===== src/rcm_regs.svh =====
`ifndef RCM_REGS_SVH
`define RCM_REGS_SVH

// register offsets
`define RCM_OFS_THERMO     5'h0A
`define RCM_OFS_STRENGTH   5'h0B
`define RCM_OFS_CAL_A      5'h0C
`define RCM_OFS_CAL_B      5'h0D
`define RCM_OFS_ADC_CLK    5'h0E
`define RCM_OFS_IF_TRIM    5'h0F
// field positions
`define RCM_A_TEMP_GO      0
`define RCM_A_TRIG_LSB     1
`define RCM_A_MANUAL       3
`define RCM_A_CMD_LSB      4
`define RCM_A_TEMP_RDY     15
`define RCM_A_STR_RDY      14
`define RCM_B_TRX_EN       0
`define RCM_B_CAL_EN       1
`define RCM_B_STR_GO       2
`define RCM_B_PIN_SEL      3
`define RCM_B_PIN_INV      4
`define RCM_B_TEST_B       5
`define RCM_B_RSVD0        6
`define RCM_ADC_DIV_LSB    0
`define RCM_ADC_MEAS_LSB   4
`define RCM_ADC_CAL_LSB    7
`define RCM_ADC_SLOPE_LSB  10
// reset values
`define RCM_RST_TRX_EN     1'b1
`define RCM_RST_IF_VALUE   7'h00
// timing
`define RCM_CLK_PERIOD_NS  50
`define RCM_DLY_MEAS_NS    4000
`define RCM_DLY_CAL_NS     30000
`define RCM_DLY_SLOPE_NS   32000
`define RCM_CONV_SAMPLES   16
`endif


===== src/rcm_pkg.sv =====
package rcm_pkg;
  typedef enum logic [1:0] {ST_IDLE, ST_DELAY, ST_SAMPLE, ST_FINISH} rcm_state_t;
  typedef enum logic [2:0] {
    JOB_IFC, JOB_DFC, JOB_DEMOD_CAL_CMD, JOB_RHC, JOB_RLC, JOB_TEMP, JOB_STR
  } rcm_job_t;
endpackage


===== src/rcm_ctrl.sv =====
`include "rcm_regs.svh"
module rcm_ctrl
  import rcm_pkg::*;
#(
  parameter int MEAS_UNIT_CYC  = (`RCM_DLY_MEAS_NS + `RCM_CLK_PERIOD_NS - 1) / `RCM_CLK_PERIOD_NS,
  parameter int CAL_UNIT_CYC   = (`RCM_DLY_CAL_NS + `RCM_CLK_PERIOD_NS - 1) / `RCM_CLK_PERIOD_NS,
  parameter int SLOPE_UNIT_CYC = (`RCM_DLY_SLOPE_NS + `RCM_CLK_PERIOD_NS - 1) / `RCM_CLK_PERIOD_NS,
  parameter int CONV_SAMPLES   = `RCM_CONV_SAMPLES
)(
  // clock and reset
  input  wire logic        CLK,
  input  wire logic        RESETN,
  // register port
  input  wire logic [4:0]  ADDR,
  input  wire logic [15:0] WDATA,
  input  wire logic        WR,
  input  wire logic        RD,
  output logic      [15:0] RDATA,
  // chip state and mode pin
  input  wire logic        CHIP_DISABLE,
  input  wire logic        MODE_SELECT_PIN_B,
  output logic             TRX_STATE_ENABLE,
  // receive events and indicators
  input  wire logic        RX_PACKET_DONE,
  input  wire logic        RX_SYNC,
  input  wire logic        PKT_IND,
  input  wire logic        RDY_IND,
  output logic             PKT_RDY_PIN,
  // analog front end
  input  wire logic [7:0]  TEMP_SAMPLE,
  input  wire logic [7:0]  STRENGTH_SAMPLE,
  input  wire logic [6:0]  IF_CAL_RESULT,
  output logic             ADC_CLK_EN,
  output logic             SAMPLE_STROBE,
  output logic [6:0]       CAL_SELECT,
  output logic [6:0]       IF_FILTER_VALUE
);

  localparam int DW = 20;

  function automatic logic [DW-1:0] delay_cycles(input int unit, input logic [2:0] fld);
    logic [DW-1:0] base;
    base = DW'(unit);
    return base << fld;
  endfunction

  function automatic logic is_write(input logic [4:0] a, input logic [4:0] ofs);
    return WR && (a == ofs);
  endfunction

  rcm_state_t     state_reg;
  rcm_job_t       job_reg;
  rcm_job_t       job_next;
  logic           start_job;
  logic [DW-1:0]  dly_cnt_reg;
  logic [7:0]     conv_cnt_reg;
  logic [3:0]     adc_div_reg;
  logic           adc_tick;
  logic           sample_tick;

  logic           temp_go_reg;
  logic [1:0]     trig_sel_reg;
  logic           manual_reg;
  logic [4:0]     cmd_reg;
  logic [4:0]     served_reg;
  logic [4:0]     cal_pend;
  logic           trx_en_reg;
  logic           cal_en_reg;
  logic           str_go_reg;
  logic           pin_sel_reg;
  logic           pin_inv_reg;
  logic           test_b_reg;
  logic           rsvd0_reg;
  logic [12:0]    adc_cfg_reg;
  logic [7:0]     temp_code_reg;
  logic [7:0]     str_code_reg;
  logic [6:0]     if_value_reg;
  logic           str_trig_reg;
  logic           str_event;
  logic [15:0]    rd_next;
  logic           finish_now;

  logic wr_a;
  logic wr_b;
  assign wr_a = is_write(ADDR, `RCM_OFS_CAL_A);
  assign wr_b = is_write(ADDR, `RCM_OFS_CAL_B);
  assign finish_now = (state_reg == ST_FINISH) && !CHIP_DISABLE;

  // calibrations waiting to run under the current enable
  assign cal_pend = cmd_reg & ~served_reg & {5{cal_en_reg}};

  // strength trigger: packet landed, sync, or the go bit alone
  always_comb
  begin
    case (trig_sel_reg)
      2'b00:   str_event = RX_PACKET_DONE;
      2'b01:   str_event = RX_SYNC;
      default: str_event = 1'b1;
    endcase
  end

  always_ff @(posedge CLK or negedge RESETN)
  begin
    if (!RESETN)
      str_trig_reg <= 1'b0;
    else if (CHIP_DISABLE || !str_go_reg || (finish_now && job_reg == JOB_STR))
      str_trig_reg <= 1'b0;
    else if (str_event)
      str_trig_reg <= 1'b1;
  end

  // fixed order: IF, data filter, demod, high slope, low slope, then measurements
  always_comb
  begin
    start_job = 1'b1;
    job_next  = JOB_IFC;
    if (cal_pend[0])
      job_next = JOB_IFC;
    else if (cal_pend[1])
      job_next = JOB_DFC;
    else if (cal_pend[2])
      job_next = JOB_DEMOD_CAL_CMD;
    else if (cal_pend[3])
      job_next = JOB_RHC;
    else if (cal_pend[4])
      job_next = JOB_RLC;
    else if (temp_go_reg)
      job_next = JOB_TEMP;
    else if (str_go_reg && str_trig_reg)
      job_next = JOB_STR;
    else
      start_job = 1'b0;
  end

  // ADC sample clock divider, IF rate over 2^(n+1)
  always_ff @(posedge CLK or negedge RESETN)
  begin
    if (!RESETN)
      adc_div_reg <= 4'h0;
    else if (state_reg != ST_SAMPLE || adc_tick)
      adc_div_reg <= 4'h0;
    else
      adc_div_reg <= adc_div_reg + 4'h1;
  end
  assign adc_tick = (adc_div_reg == 4'((5'h02 << adc_cfg_reg[1:0]) - 5'h01));
  assign sample_tick = (job_reg == JOB_DEMOD_CAL_CMD) ? adc_tick : 1'b1;

  // sequencer
  always_ff @(posedge CLK or negedge RESETN)
  begin
    if (!RESETN)
    begin
      state_reg    <= ST_IDLE;
      job_reg      <= JOB_IFC;
      dly_cnt_reg  <= '0;
      conv_cnt_reg <= 8'h00;
    end
    else if (CHIP_DISABLE)
      state_reg <= ST_IDLE;
    else
    begin
      case (state_reg)
        ST_IDLE:
          if (start_job)
          begin
            job_reg   <= job_next;
            state_reg <= ST_DELAY;
            case (job_next)
              JOB_TEMP, JOB_STR:
                dly_cnt_reg <= delay_cycles(MEAS_UNIT_CYC, adc_cfg_reg[6:4]) - 1'b1;
              JOB_RHC, JOB_RLC:
                dly_cnt_reg <= delay_cycles(SLOPE_UNIT_CYC, adc_cfg_reg[12:10]) - 1'b1;
              default:
                dly_cnt_reg <= delay_cycles(CAL_UNIT_CYC, adc_cfg_reg[9:7]) - 1'b1;
            endcase
          end
        ST_DELAY:
          if (dly_cnt_reg == '0)
          begin
            state_reg    <= ST_SAMPLE;
            conv_cnt_reg <= 8'h00;
          end
          else
            dly_cnt_reg <= dly_cnt_reg - 1'b1;
        ST_SAMPLE:
          if (sample_tick)
          begin
            if (conv_cnt_reg == 8'(CONV_SAMPLES - 1))
              state_reg <= ST_FINISH;
            conv_cnt_reg <= conv_cnt_reg + 8'h01;
          end
        ST_FINISH:
          state_reg <= ST_IDLE;
        default:
          state_reg <= ST_IDLE;
      endcase
    end
  end

  // strobes toward the analog side
  always_ff @(posedge CLK or negedge RESETN)
  begin
    if (!RESETN)
    begin
      SAMPLE_STROBE <= 1'b0;
      ADC_CLK_EN    <= 1'b0;
      CAL_SELECT    <= 7'h00;
    end
    else
    begin
      SAMPLE_STROBE <= (state_reg == ST_SAMPLE) && sample_tick && !CHIP_DISABLE;
      ADC_CLK_EN    <= (state_reg == ST_SAMPLE) && (job_reg == JOB_DEMOD_CAL_CMD) && adc_tick;
      CAL_SELECT    <= (state_reg == ST_IDLE || CHIP_DISABLE) ? 7'h00 : (7'h01 << job_reg);
    end
  end

  // captured codes
  always_ff @(posedge CLK or negedge RESETN)
  begin
    if (!RESETN)
    begin
      temp_code_reg <= 8'h00;
      str_code_reg  <= 8'h00;
    end
    else if (finish_now)
    begin
      if (job_reg == JOB_TEMP)
        temp_code_reg <= TEMP_SAMPLE;
      if (job_reg == JOB_STR)
        str_code_reg <= STRENGTH_SAMPLE;
    end
  end

  // IF filter value: calibration result or software value
  always_ff @(posedge CLK or negedge RESETN)
  begin
    if (!RESETN)
      if_value_reg <= `RCM_RST_IF_VALUE;
    else if (manual_reg && is_write(ADDR, `RCM_OFS_IF_TRIM))
      if_value_reg <= WDATA[7:1];
    else if (!manual_reg && finish_now && job_reg == JOB_IFC)
      if_value_reg <= IF_CAL_RESULT;
  end
  assign IF_FILTER_VALUE = if_value_reg;

  // control register A
  always_ff @(posedge CLK or negedge RESETN)
  begin
    if (!RESETN)
    begin
      trig_sel_reg <= 2'b00;
      manual_reg   <= 1'b0;
      cmd_reg      <= 5'h00;
    end
    else if (wr_a)
    begin
      trig_sel_reg <= WDATA[`RCM_A_TRIG_LSB +: 2];
      manual_reg   <= WDATA[`RCM_A_MANUAL];
      cmd_reg      <= WDATA[`RCM_A_CMD_LSB +: 5];
    end
  end

  always_ff @(posedge CLK or negedge RESETN)
  begin
    if (!RESETN)
      temp_go_reg <= 1'b0;
    else if (CHIP_DISABLE)
      temp_go_reg <= 1'b0;
    else if (wr_a && WDATA[`RCM_A_TEMP_GO])
      temp_go_reg <= 1'b1;
    else if (wr_a)
      temp_go_reg <= 1'b0;
    else if (finish_now && job_reg == JOB_TEMP)
      temp_go_reg <= 1'b0;
  end

  // calibrations already finished under the current enable
  always_ff @(posedge CLK or negedge RESETN)
  begin
    if (!RESETN)
      served_reg <= 5'h00;
    else if (CHIP_DISABLE || !cal_en_reg)
      served_reg <= 5'h00;
    else if (finish_now && job_reg <= JOB_RLC)
      served_reg <= served_reg | (5'h01 << job_reg);
  end

  // control register B
  always_ff @(posedge CLK or negedge RESETN)
  begin
    if (!RESETN)
    begin
      pin_sel_reg <= 1'b0;
      pin_inv_reg <= 1'b0;
      test_b_reg  <= 1'b0;
      rsvd0_reg   <= 1'b0;
    end
    else if (wr_b)
    begin
      pin_sel_reg <= WDATA[`RCM_B_PIN_SEL];
      pin_inv_reg <= WDATA[`RCM_B_PIN_INV];
      test_b_reg  <= WDATA[`RCM_B_TEST_B];
      rsvd0_reg   <= WDATA[`RCM_B_RSVD0];
    end
  end

  always_ff @(posedge CLK or negedge RESETN)
  begin
    if (!RESETN)
      trx_en_reg <= `RCM_RST_TRX_EN;
    else if (CHIP_DISABLE)
      trx_en_reg <= `RCM_RST_TRX_EN;
    else if (wr_b)
      trx_en_reg <= WDATA[`RCM_B_TRX_EN];
  end
  assign TRX_STATE_ENABLE = trx_en_reg && MODE_SELECT_PIN_B;

  // self-clearing enables; a write in the clearing cycle wins
  always_ff @(posedge CLK or negedge RESETN)
  begin
    if (!RESETN)
      cal_en_reg <= 1'b0;
    else if (CHIP_DISABLE)
      cal_en_reg <= 1'b0;
    else if (wr_b)
      cal_en_reg <= WDATA[`RCM_B_CAL_EN];
    else if (cal_en_reg && cal_pend == 5'h00 && state_reg == ST_IDLE)
      cal_en_reg <= 1'b0;
  end

  always_ff @(posedge CLK or negedge RESETN)
  begin
    if (!RESETN)
      str_go_reg <= 1'b0;
    else if (CHIP_DISABLE)
      str_go_reg <= 1'b0;
    else if (wr_b)
      str_go_reg <= WDATA[`RCM_B_STR_GO];
    else if (finish_now && job_reg == JOB_STR)
      str_go_reg <= 1'b0;
  end

  // ADC clock setup, write only
  always_ff @(posedge CLK or negedge RESETN)
  begin
    if (!RESETN)
      adc_cfg_reg <= 13'h0000;
    else if (is_write(ADDR, `RCM_OFS_ADC_CLK))
      adc_cfg_reg <= WDATA[12:0];
  end

  // packet/ready pin
  always_ff @(posedge CLK or negedge RESETN)
  begin
    if (!RESETN)
      PKT_RDY_PIN <= 1'b0;
    else
      PKT_RDY_PIN <= (pin_sel_reg ? RDY_IND : PKT_IND) ^ pin_inv_reg;
  end

  // read mux; unmapped offsets and unused bits read zero
  always_comb
  begin
    rd_next = 16'h0000;
    case (ADDR)
      `RCM_OFS_THERMO:   rd_next = {temp_code_reg, 8'h00};
      `RCM_OFS_STRENGTH: rd_next = {str_code_reg, 8'h00};
      `RCM_OFS_CAL_A:
        rd_next = {~temp_go_reg, ~str_go_reg,
                   ~cal_pend[0], ~cal_pend[1], ~cal_pend[2], ~cal_pend[3], ~cal_pend[4],
                   cmd_reg, manual_reg, trig_sel_reg, temp_go_reg};
      `RCM_OFS_CAL_B:
        rd_next = {9'h000, rsvd0_reg, test_b_reg, pin_inv_reg, pin_sel_reg,
                   str_go_reg, cal_en_reg, TRX_STATE_ENABLE};
      `RCM_OFS_IF_TRIM:  rd_next = {if_value_reg, 9'h000};
      default:           rd_next = 16'h0000;
    endcase
  end

  always_ff @(posedge CLK or negedge RESETN)
  begin
    if (!RESETN)
      RDATA <= 16'h0000;
    else
      RDATA <= RD ? rd_next : 16'h0000;
  end

  property p_temp_clear;
    @(posedge CLK) disable iff (!RESETN)
    (finish_now && job_reg == JOB_TEMP && !wr_a) |=> !temp_go_reg;
  endproperty
  a_temp_clear: assert property (p_temp_clear) else $error("temperature go not cleared");

  property p_temp_rdy;
    @(posedge CLK) disable iff (!RESETN)
    (RD && ADDR == `RCM_OFS_CAL_A && temp_go_reg) |=> !RDATA[`RCM_A_TEMP_RDY];
  endproperty
  a_temp_rdy: assert property (p_temp_rdy) else $error("temperature ready high while busy");

  property p_str_rdy;
    @(posedge CLK) disable iff (!RESETN)
    (RD && ADDR == `RCM_OFS_CAL_A && str_go_reg) |=> !RDATA[`RCM_A_STR_RDY];
  endproperty
  a_str_rdy: assert property (p_str_rdy) else $error("strength ready high while busy");

  property p_cal_gate;
    @(posedge CLK) disable iff (!RESETN)
    (state_reg == ST_IDLE && start_job && job_next <= JOB_RLC) |-> cal_en_reg;
  endproperty
  a_cal_gate: assert property (p_cal_gate) else $error("calibration started without enable");

  property p_cal_en_clear;
    @(posedge CLK) disable iff (!RESETN)
    (cal_en_reg && cal_pend == 5'h00 && state_reg == ST_IDLE && !wr_b) |=> !cal_en_reg;
  endproperty
  a_cal_en_clear: assert property (p_cal_en_clear) else $error("calibration enable stuck");

  property p_adc_spacing;
    @(posedge CLK) disable iff (!RESETN)
    ADC_CLK_EN |=> !ADC_CLK_EN;
  endproperty
  a_adc_spacing: assert property (p_adc_spacing) else $error("ADC clock faster than IF/2");

  property p_trx_mask;
    @(posedge CLK) disable iff (!RESETN)
    (RD && ADDR == `RCM_OFS_CAL_B && !MODE_SELECT_PIN_B) |=> !RDATA[`RCM_B_TRX_EN];
  endproperty
  a_trx_mask: assert property (p_trx_mask) else $error("state enable not masked");

  property p_disable;
    @(posedge CLK) disable iff (!RESETN)
    CHIP_DISABLE |=> (trx_en_reg && !cal_en_reg && !str_go_reg && !temp_go_reg);
  endproperty
  a_disable: assert property (p_disable) else $error("disable did not restore bits");

  property p_unmapped;
    @(posedge CLK) disable iff (!RESETN)
    (RD && (ADDR < `RCM_OFS_THERMO || ADDR > `RCM_OFS_IF_TRIM)) |=> (RDATA == 16'h0000);
  endproperty
  a_unmapped: assert property (p_unmapped) else $error("unmapped read not zero");

  property p_meas_delay;
    @(posedge CLK) disable iff (!RESETN)
    (state_reg == ST_IDLE && start_job && job_next == JOB_TEMP && !CHIP_DISABLE)
      |=> (dly_cnt_reg == delay_cycles(MEAS_UNIT_CYC, $past(adc_cfg_reg[6:4])) - 1'b1);
  endproperty
  a_meas_delay: assert property (p_meas_delay) else $error("wrong measurement delay");

  property p_pin;
    @(posedge CLK) disable iff (!RESETN)
    (pin_sel_reg && !pin_inv_reg && $stable(pin_sel_reg)) |=> (PKT_RDY_PIN == $past(RDY_IND));
  endproperty
  a_pin: assert property (p_pin) else $error("pin not routed to ready indicator");

endmodule


===== config.mk =====
export PLATFORM = sky130hd
export DESIGN_NAME = rcm_ctrl
export DESIGN_NICKNAME = d
export VERILOG_FILES = /design/src/rcm_pkg.sv /design/src/rcm_ctrl.sv
export VERILOG_INCLUDE_DIRS = /design/src
export SDC_FILE = /design/constraint.sdc
export NUM_CORES = 1
export LEC_CHECK = 0
export BUFFER_PORTS_ARGS = -buffer_cell sky130_fd_sc_hd__buf_2
export CORE_MARGIN = 2
export CORE_UTILIZATION = 45
export CTS_CLUSTER_DIAMETER = 30
export CTS_CLUSTER_SIZE = 16
export DETAILED_ROUTE_END_ITERATION = 8
export PLACE_DENSITY_LB_ADDON = 0.12
export SLEW_MARGIN = 5
export SYNTH_ARGS = -nofsm -noshare
export SYNTH_HDL_FRONTEND = slang
export SYNTH_SLANG_ARGS = --single-unit

===== constraint.sdc =====
create_clock -name CLK -period 6.7 [get_ports CLK]
set_clock_uncertainty 0.05 [all_clocks]
set_input_delay 1.34 -clock CLK [delete_from_list [all_inputs] [get_ports CLK]]
set_output_delay 1.34 -clock CLK [all_outputs]
set_load 0.005 [all_outputs]

After elaboration in Yosys (flattened, before gate mapping):

Cells that the tools add are included.

* multiplexer cells: 52
* shift-type cells: 6
* reductions and logical operators: 51
* divide/modulo/power cells: 0
* order comparisons: 1
* bitwise operators: 13
* multiply operators: 0
* equal/unequal tests: 28
* add/subtract/negate cells: 7

Operators by type and width (number)
* 16-bit case mux with 5 select lines: 1
* 20-bit case mux with 2 select lines: 2
* 20-bit by 1-bit subtractor with 20-bit output (second input constant): 4
* 20-bit two-way mux: 2
* 10-bit by 3-bit left shift with 20-bit output (first input constant): 2
* 5-bit by 4-bit equality test with 1-bit output (second input constant): 6
* 1-bit two-way mux: 23
* 3-bit two-way mux: 7
* 7-bit two-way mux: 3
* 1-bit logical AND: 20
* 20-bit logical NOT: 1
* 7-bit by 3-bit left shift with 20-bit output (first input constant): 1
* 16-bit two-way mux: 1
* 8-bit two-way mux: 2
* 8-bit case mux with 2 select lines: 1
* 3-bit equality test (second input constant): 5
* 3-bit != test (second input constant): 4
* 4-bit AND reduction: 3
* 2-bit nonzero test: 6
* 5-bit bitwise AND: 2
* 2-bit two-way mux: 5
* 5-bit two-way mux: 2
* 2-bit != test (second input constant): 5
* 8-bit by 1-bit adder with 8-bit output (second input constant): 1
* 28 further kinds: 49

* memories: 0
* output and inout bits: 34
* memory bits (writable): 0
* memory bits (read-only): 0
* flip-flop bits (word level): 121
* logic and storage cells: 185
* latch bits: 0

Longest topological paths before layout:

* depth in word-level cells: 13
* depth in mapped cells: 16
* gate-level depth less buffers: 11

Worst setup path before layout:

OpenSTA, ideal clock, no wires.

* path kind: register to register
* start: reg state_reg[1]
* end: reg dly_cnt_reg[14]
* path buffers: 5
* data arrival time: 3.173 ns
* cell stages (with the launch flop): 17
* setup slack: 3.381 ns
* period minus slack after synthesis: 3.319 ns
* data required time: 6.555 ns
* setup time: 0.095 ns
* cells stage by stage: dfrtp_1 > inv_1 > ha_1 > buf_2 > buf_2 > buf_1 > clkbuf_1 > nand2_1 > ha_1 > nand2_1 > a31oi_1 > o211a_1 > nand4_1 > or4_1 > buf_2 > o31a_1 > o31ai_1

* word-level cells in the longest chain between the ends: 3
* elaborated cells between the ends (all ways): 7
* classes of those cells: 3 x eq/ne; 1 x mux; 3 x reduce/logical

RTL lines
* start, declared: line rcm_ctrl.sv:51 `rcm_state_t state_reg;`
* start signal, assigned: line rcm_ctrl.sv:153 `state_reg <= ST_IDLE;`
* start signal, assigned: line rcm_ctrl.sv:159 `state_reg <= ST_IDLE;`
* start signal, assigned: line rcm_ctrl.sv:167 `state_reg <= ST_DELAY;`
* 2-bit by 1-bit equality test with 1-bit output or 2-bit logical NOT (tied branches): line rcm_ctrl.sv:162 `case (state_reg)`
* 2-bit != test (no source line) or 2-bit nonzero test (tied branches)
* 4-bit AND reduction (no source line)
* end signal, assigned: line rcm_ctrl.sv:170 `dly_cnt_reg <= delay_cycles(MEAS_UNIT_CYC, adc_cfg_reg[6:4]) - 1'b1;`
* end signal, assigned: line rcm_ctrl.sv:172 `dly_cnt_reg <= delay_cycles(SLOPE_UNIT_CYC, adc_cfg_reg[12:10]) - 1'b1;`
* end signal, assigned: line rcm_ctrl.sv:174 `dly_cnt_reg <= delay_cycles(CAL_UNIT_CYC, adc_cfg_reg[9:7]) - 1'b1;`
* end, declared: line rcm_ctrl.sv:55 `logic [DW-1:0] dly_cnt_reg;`

Parallel ways exist; a longest one is shown, timed or not.
A chain may end at the register's enable or synchronous reset.

Worst setup path after layout:

* start: reg cal_en_reg
* end: reg dly_cnt_reg[14]

* word-level cells in the longest chain between the ends: 11
* elaborated cells between the ends (all ways): 22
* classes of those cells: 5 x eq/ne; 13 x mux; 1 x bitwise; 3 x reduce/logical

RTL lines
* start, declared: line rcm_ctrl.sv:68 `logic cal_en_reg;`
* start signal, assigned: line rcm_ctrl.sv:326 `` cal_en_reg <= WDATA[`RCM_B_CAL_EN]; ``
* 5-bit bitwise AND (*): line rcm_ctrl.sv:90 `assign cal_pend = cmd_reg & ~served_reg & {5{cal_en_reg}};`
* 3-bit two-way mux: line rcm_ctrl.sv:125 `else if (cal_pend[4])`
* 3-bit two-way mux: line rcm_ctrl.sv:123 `else if (cal_pend[3])`
* 3-bit two-way mux: line rcm_ctrl.sv:121 `else if (cal_pend[2])`
* 3-bit two-way mux: line rcm_ctrl.sv:119 `else if (cal_pend[1])`
* 3-bit two-way mux: line rcm_ctrl.sv:117 `if (cal_pend[0])`
* 3-bit by 2-bit equality test with 1-bit output or 3-bit equality test (tied branches): line rcm_ctrl.sv:168 `case (job_next)`
* 2-bit OR reduction: line rcm_ctrl.sv:168
* 20-bit case mux with 2 select lines: line rcm_ctrl.sv:168
* 20-bit two-way mux: line rcm_ctrl.sv:164 `if (start_job)`
* 20-bit case mux with 2 select lines: line rcm_ctrl.sv:162

Mark *: on every way between the ends. The rest lies on a longest branch, timed or not. The select of a mux whose other input is x is not followed.

==> results.sh <==
export IMPL_grt_first_pass_wirelength_um=26600
export IMPL_die_height_um=121
export IMPL_synthFlopType="dfrtp_1"
export IMPL_drt_wl_total_um=16000
export IMPL_pwr_share_comb_pct=22.0
export IMPL_layout_drive_gt1_share_pct=24.5
export IMPL_worst_pin_slew_ps=1160
export IMPL_clockBufferDepth=2
export IMPL_gp_congestion=0.874
export IMPL_period_share_pct=58.7
export IMPL_syn_to_final_growth_pct=19.2
export IMPL_r2r_start="cal_en_reg$_DFFE_PN0P_"
export IMPL_largest_reg_flops=20
export IMPL_clock_sinks=119
export IMPL_cts_buffers=17
export IMPL_highest_layer="met4"
export IMPL_min_delay_start="adc_div_reg[0]$_DFF_PN0_"
export IMPL_netlist_cell_type_count=69
export IMPL_reg2reg_to="dly_cnt_reg[14]$_DFFE_PN0P_"
export IMPL_clkLatencyLatePin_ps=420
export IMPL_min_to="adc_div_reg[0]$_DFF_PN0_"
export IMPL_leakage_nw=3.39
export IMPL_pwr_share_seq_pct=39.3
export IMPL_drc=0
export IMPL_outcome="completed"
export IMPL_holdCritPathClass="flop to flop"
export IMPL_finalPower_w=0.00241
export IMPL_synthCells=628
export IMPL_grt_overflow=0
export IMPL_initial_utilization_pct=46.5
export IMPL_worstPathRequired_ps=6970
export IMPL_yosys_warnings=0
export IMPL_ys_seq_elements=119
export IMPL_switching_share_pct=30.8
export IMPL_wl_met3_um=868
export IMPL_rr_worst_depth=9
export IMPL_synthTopCellsByArea="dfrtp_1, mux2_2, nand2_1, nor2_1, a22oi_1"
export IMPL_finalSetupTns_ps=0
export IMPL_num_fill_cells=1238
export IMPL_synthArstFlopShare_pct=100
export IMPL_cts_root_buf="clkbuf_16"
export IMPL_nNetsFinal=777
export IMPL_drv_cap=0
export IMPL_relSlewSlack_pct=22.5
export IMPL_core_mm2=0.0133
export IMPL_synth_area_leader_cell="dfrtp_1"
export IMPL_synth_edf_count=0
export IMPL_die_area_mm2=0.0147
export IMPL_whs_ps=426
export IMPL_tritoncts="built"
export IMPL_ios=88
export IMPL_period_minus_slack_ps=3930
export IMPL_max_freq_mhz=254
export IMPL_cp_max_fo=17
export IMPL_vias=5170
export IMPL_cts_htree_levels=4
export IMPL_vias_per_cell=5.75
export IMPL_dp_hpwl_um=11300
export IMPL_firstDrtPassIters=5
export IMPL_post_cts_buffers=0
export IMPL_arrival_ps=4210
export IMPL_die_w_um=121
export IMPL_p_per_area_mw_per_mm2=325
export IMPL_drv_slew=0
export IMPL_syn_area_mm2=0.00621
export IMPL_critical_path_class="flop to flop"
export IMPL_vdd_drop_max_v=0.000211
export IMPL_cp_start_kind="flop"
export IMPL_wl_met2_um=7410
export IMPL_final_cell_mix="dfrtp_1, buf_2, nand2_1, nor2_1, mux2_2"
export IMPL_synth_area_per_cell_um2=9.88
export IMPL_track_usage_pct=23.5
export IMPL_hold_violations=0
export IMPL_antenna_found_initial=1
export IMPL_ys_seq_area_share_pct=48.0
export IMPL_synth_top_area_share_pct=47.6
export IMPL_rrSetupSlack_ps=2770
export IMPL_finalSetupViolations=0
export IMPL_post_drt_wl_per_cell_um=17.8
export IMPL_final_common_cell="dfrtp_1"
export IMPL_cts_hold_fix_buffers=0
export IMPL_io_buffers=84
export IMPL_worstSetupEndpointType="flop"
export IMPL_p_int_w=0.00167
export IMPL_drtIter0Drc=501
export IMPL_antenna_left=0
export IMPL_grt_max_degree=63
export IMPL_switchingPower_w=0.000741
export IMPL_rsz0062_at_grt="false"
export IMPL_synth_nets=693
export IMPL_whs_path_depth=1
export IMPL_grt_pass1_vias=5120
export IMPL_clk_pin_slew_ps=50
export IMPL_clkPwrFrac_pct=38.7
export IMPL_rows=42
export IMPL_wl_met1_um=7560
export IMPL_cts_resized=0
-- cell usage after synthesis (3+ instances only) --
library cell / instances
mux2i_1: 3
o211ai_1: 3
xor2_1: 9
clkbuf_1: 20
nand2_1: 76
nand2b_1: 9
or3_1: 3
a31oi_1: 10
a211o_1: 4
a22oi_1: 22
a211oi_1: 5
nor3_1: 15
nand4_1: 8
o31ai_1: 6
nor3b_1: 3
inv_1: 16
mux2_2: 47
and2_1: 5
a32o_1: 3
and4_1: 4
ha_1: 11
xnor2_1: 11
o21ai_0: 30
a21oi_1: 28
o21ai_1: 3
nand3b_1: 4
buf_2: 5
nand3_1: 12
nor2_1: 58
a221oi_1: 3
nor2b_1: 7
nor4_1: 14
dfrtp_1: 118
and3_1: 7
-- per-layer routing --
layer | track usage [%] | vias up
li1 | - | 2465
met1 | 32.8 | 2558
met2 | 36.2 | 131
met3 | 5.69 | 16
met4 | 7.69 | 0
met5 | 0 | -
-- per-stage QoR --
step                instances  instance area, um^2  setup slack (ps)  utilization [%]
finish                    899                 7400              2770             55.4
global route              899                 7400              2480             55.4
CTS                       898                 7400              2810             55.4
detailed placement        869                 6810              2850             51.0
global placement          869                 6810              2930             51.0
floorplan                 628                 6210              3380                -
-- critical path: stages, from the launching register on --
cell      delay (ps)
dfrtp_1          630
nand3b_1         240
nand3b_1         290
o221ai_1         570
a31oi_1          480
o211a_1          230
nand4_1          250
or4_1            620
o31a_1           290
o31ai_1          190
-- power by group through the flow --
stage | combinational [W] | sequential, W | clock [W]
2_1_floorplan | 0.000399 | 0.000907 | 0
3_3_place_gp | 0.000515 | 0.000951 | 0
3_5_place_dp | 0.000524 | 0.000955 | 0
4_1_cts | 0.000529 | 0.000945 | 0.000945
5_1_grt | 0.000600 | 0.000964 | 0.000978
6_report | 0.000529 | 0.000947 | 0.000931
-- cell families (layout without fill, tap and decap cells) --
group,count (synthesis),in the layout,synth area share [%]
flip-flops,119,119,48.0
XOR/XNOR,20,20,2.82
AND/OR/NAND/NOR,234,234,18.1
AO/OA/AOI/OAI,151,151,17.1
other,0,1,0
adder cells (fa/ha/maj),11,11,2.22
buffers and inverters,43,137,2.70
multiplexers,50,50,9.01
-- layout make-up --
cell class                 count  area [um^2]  share of cell area [%]
sequential                   119         2980                    40.3
clock inverter                10          156                    2.11
antenna                        1         2.50                  0.0338
inverter                      16         60.1                   0.812
clock buffer                  19          433                    5.85
multi-input combinational    466         3070                    41.4
timing repair buffer          92          483                    6.53
tap                          176          220                    2.98
-- worst max-delay path by stage --
stage | startpoint | to | slack (ps) | depth (start not counted)
floorplan | state_reg[1]$_DFFE_PN0P_ | dly_cnt_reg[14]$_DFFE_PN0P_ | 3380 | 16
global placement | cal_en_reg$_DFFE_PN0P_ | dly_cnt_reg[14]$_DFFE_PN0P_ | 2930 | 9
detailed placement | cal_en_reg$_DFFE_PN0P_ | dly_cnt_reg[14]$_DFFE_PN0P_ | 2850 | 9
CTS | cal_en_reg$_DFFE_PN0P_ | dly_cnt_reg[14]$_DFFE_PN0P_ | 2810 | 9
global route | cal_en_reg$_DFFE_PN0P_ | dly_cnt_reg[14]$_DFFE_PN0P_ | 2480 | 9
finish | cal_en_reg$_DFFE_PN0P_ | dly_cnt_reg[14]$_DFFE_PN0P_ | 2770 | 9
Note: power is estimated with default switching activity, not from simulation.
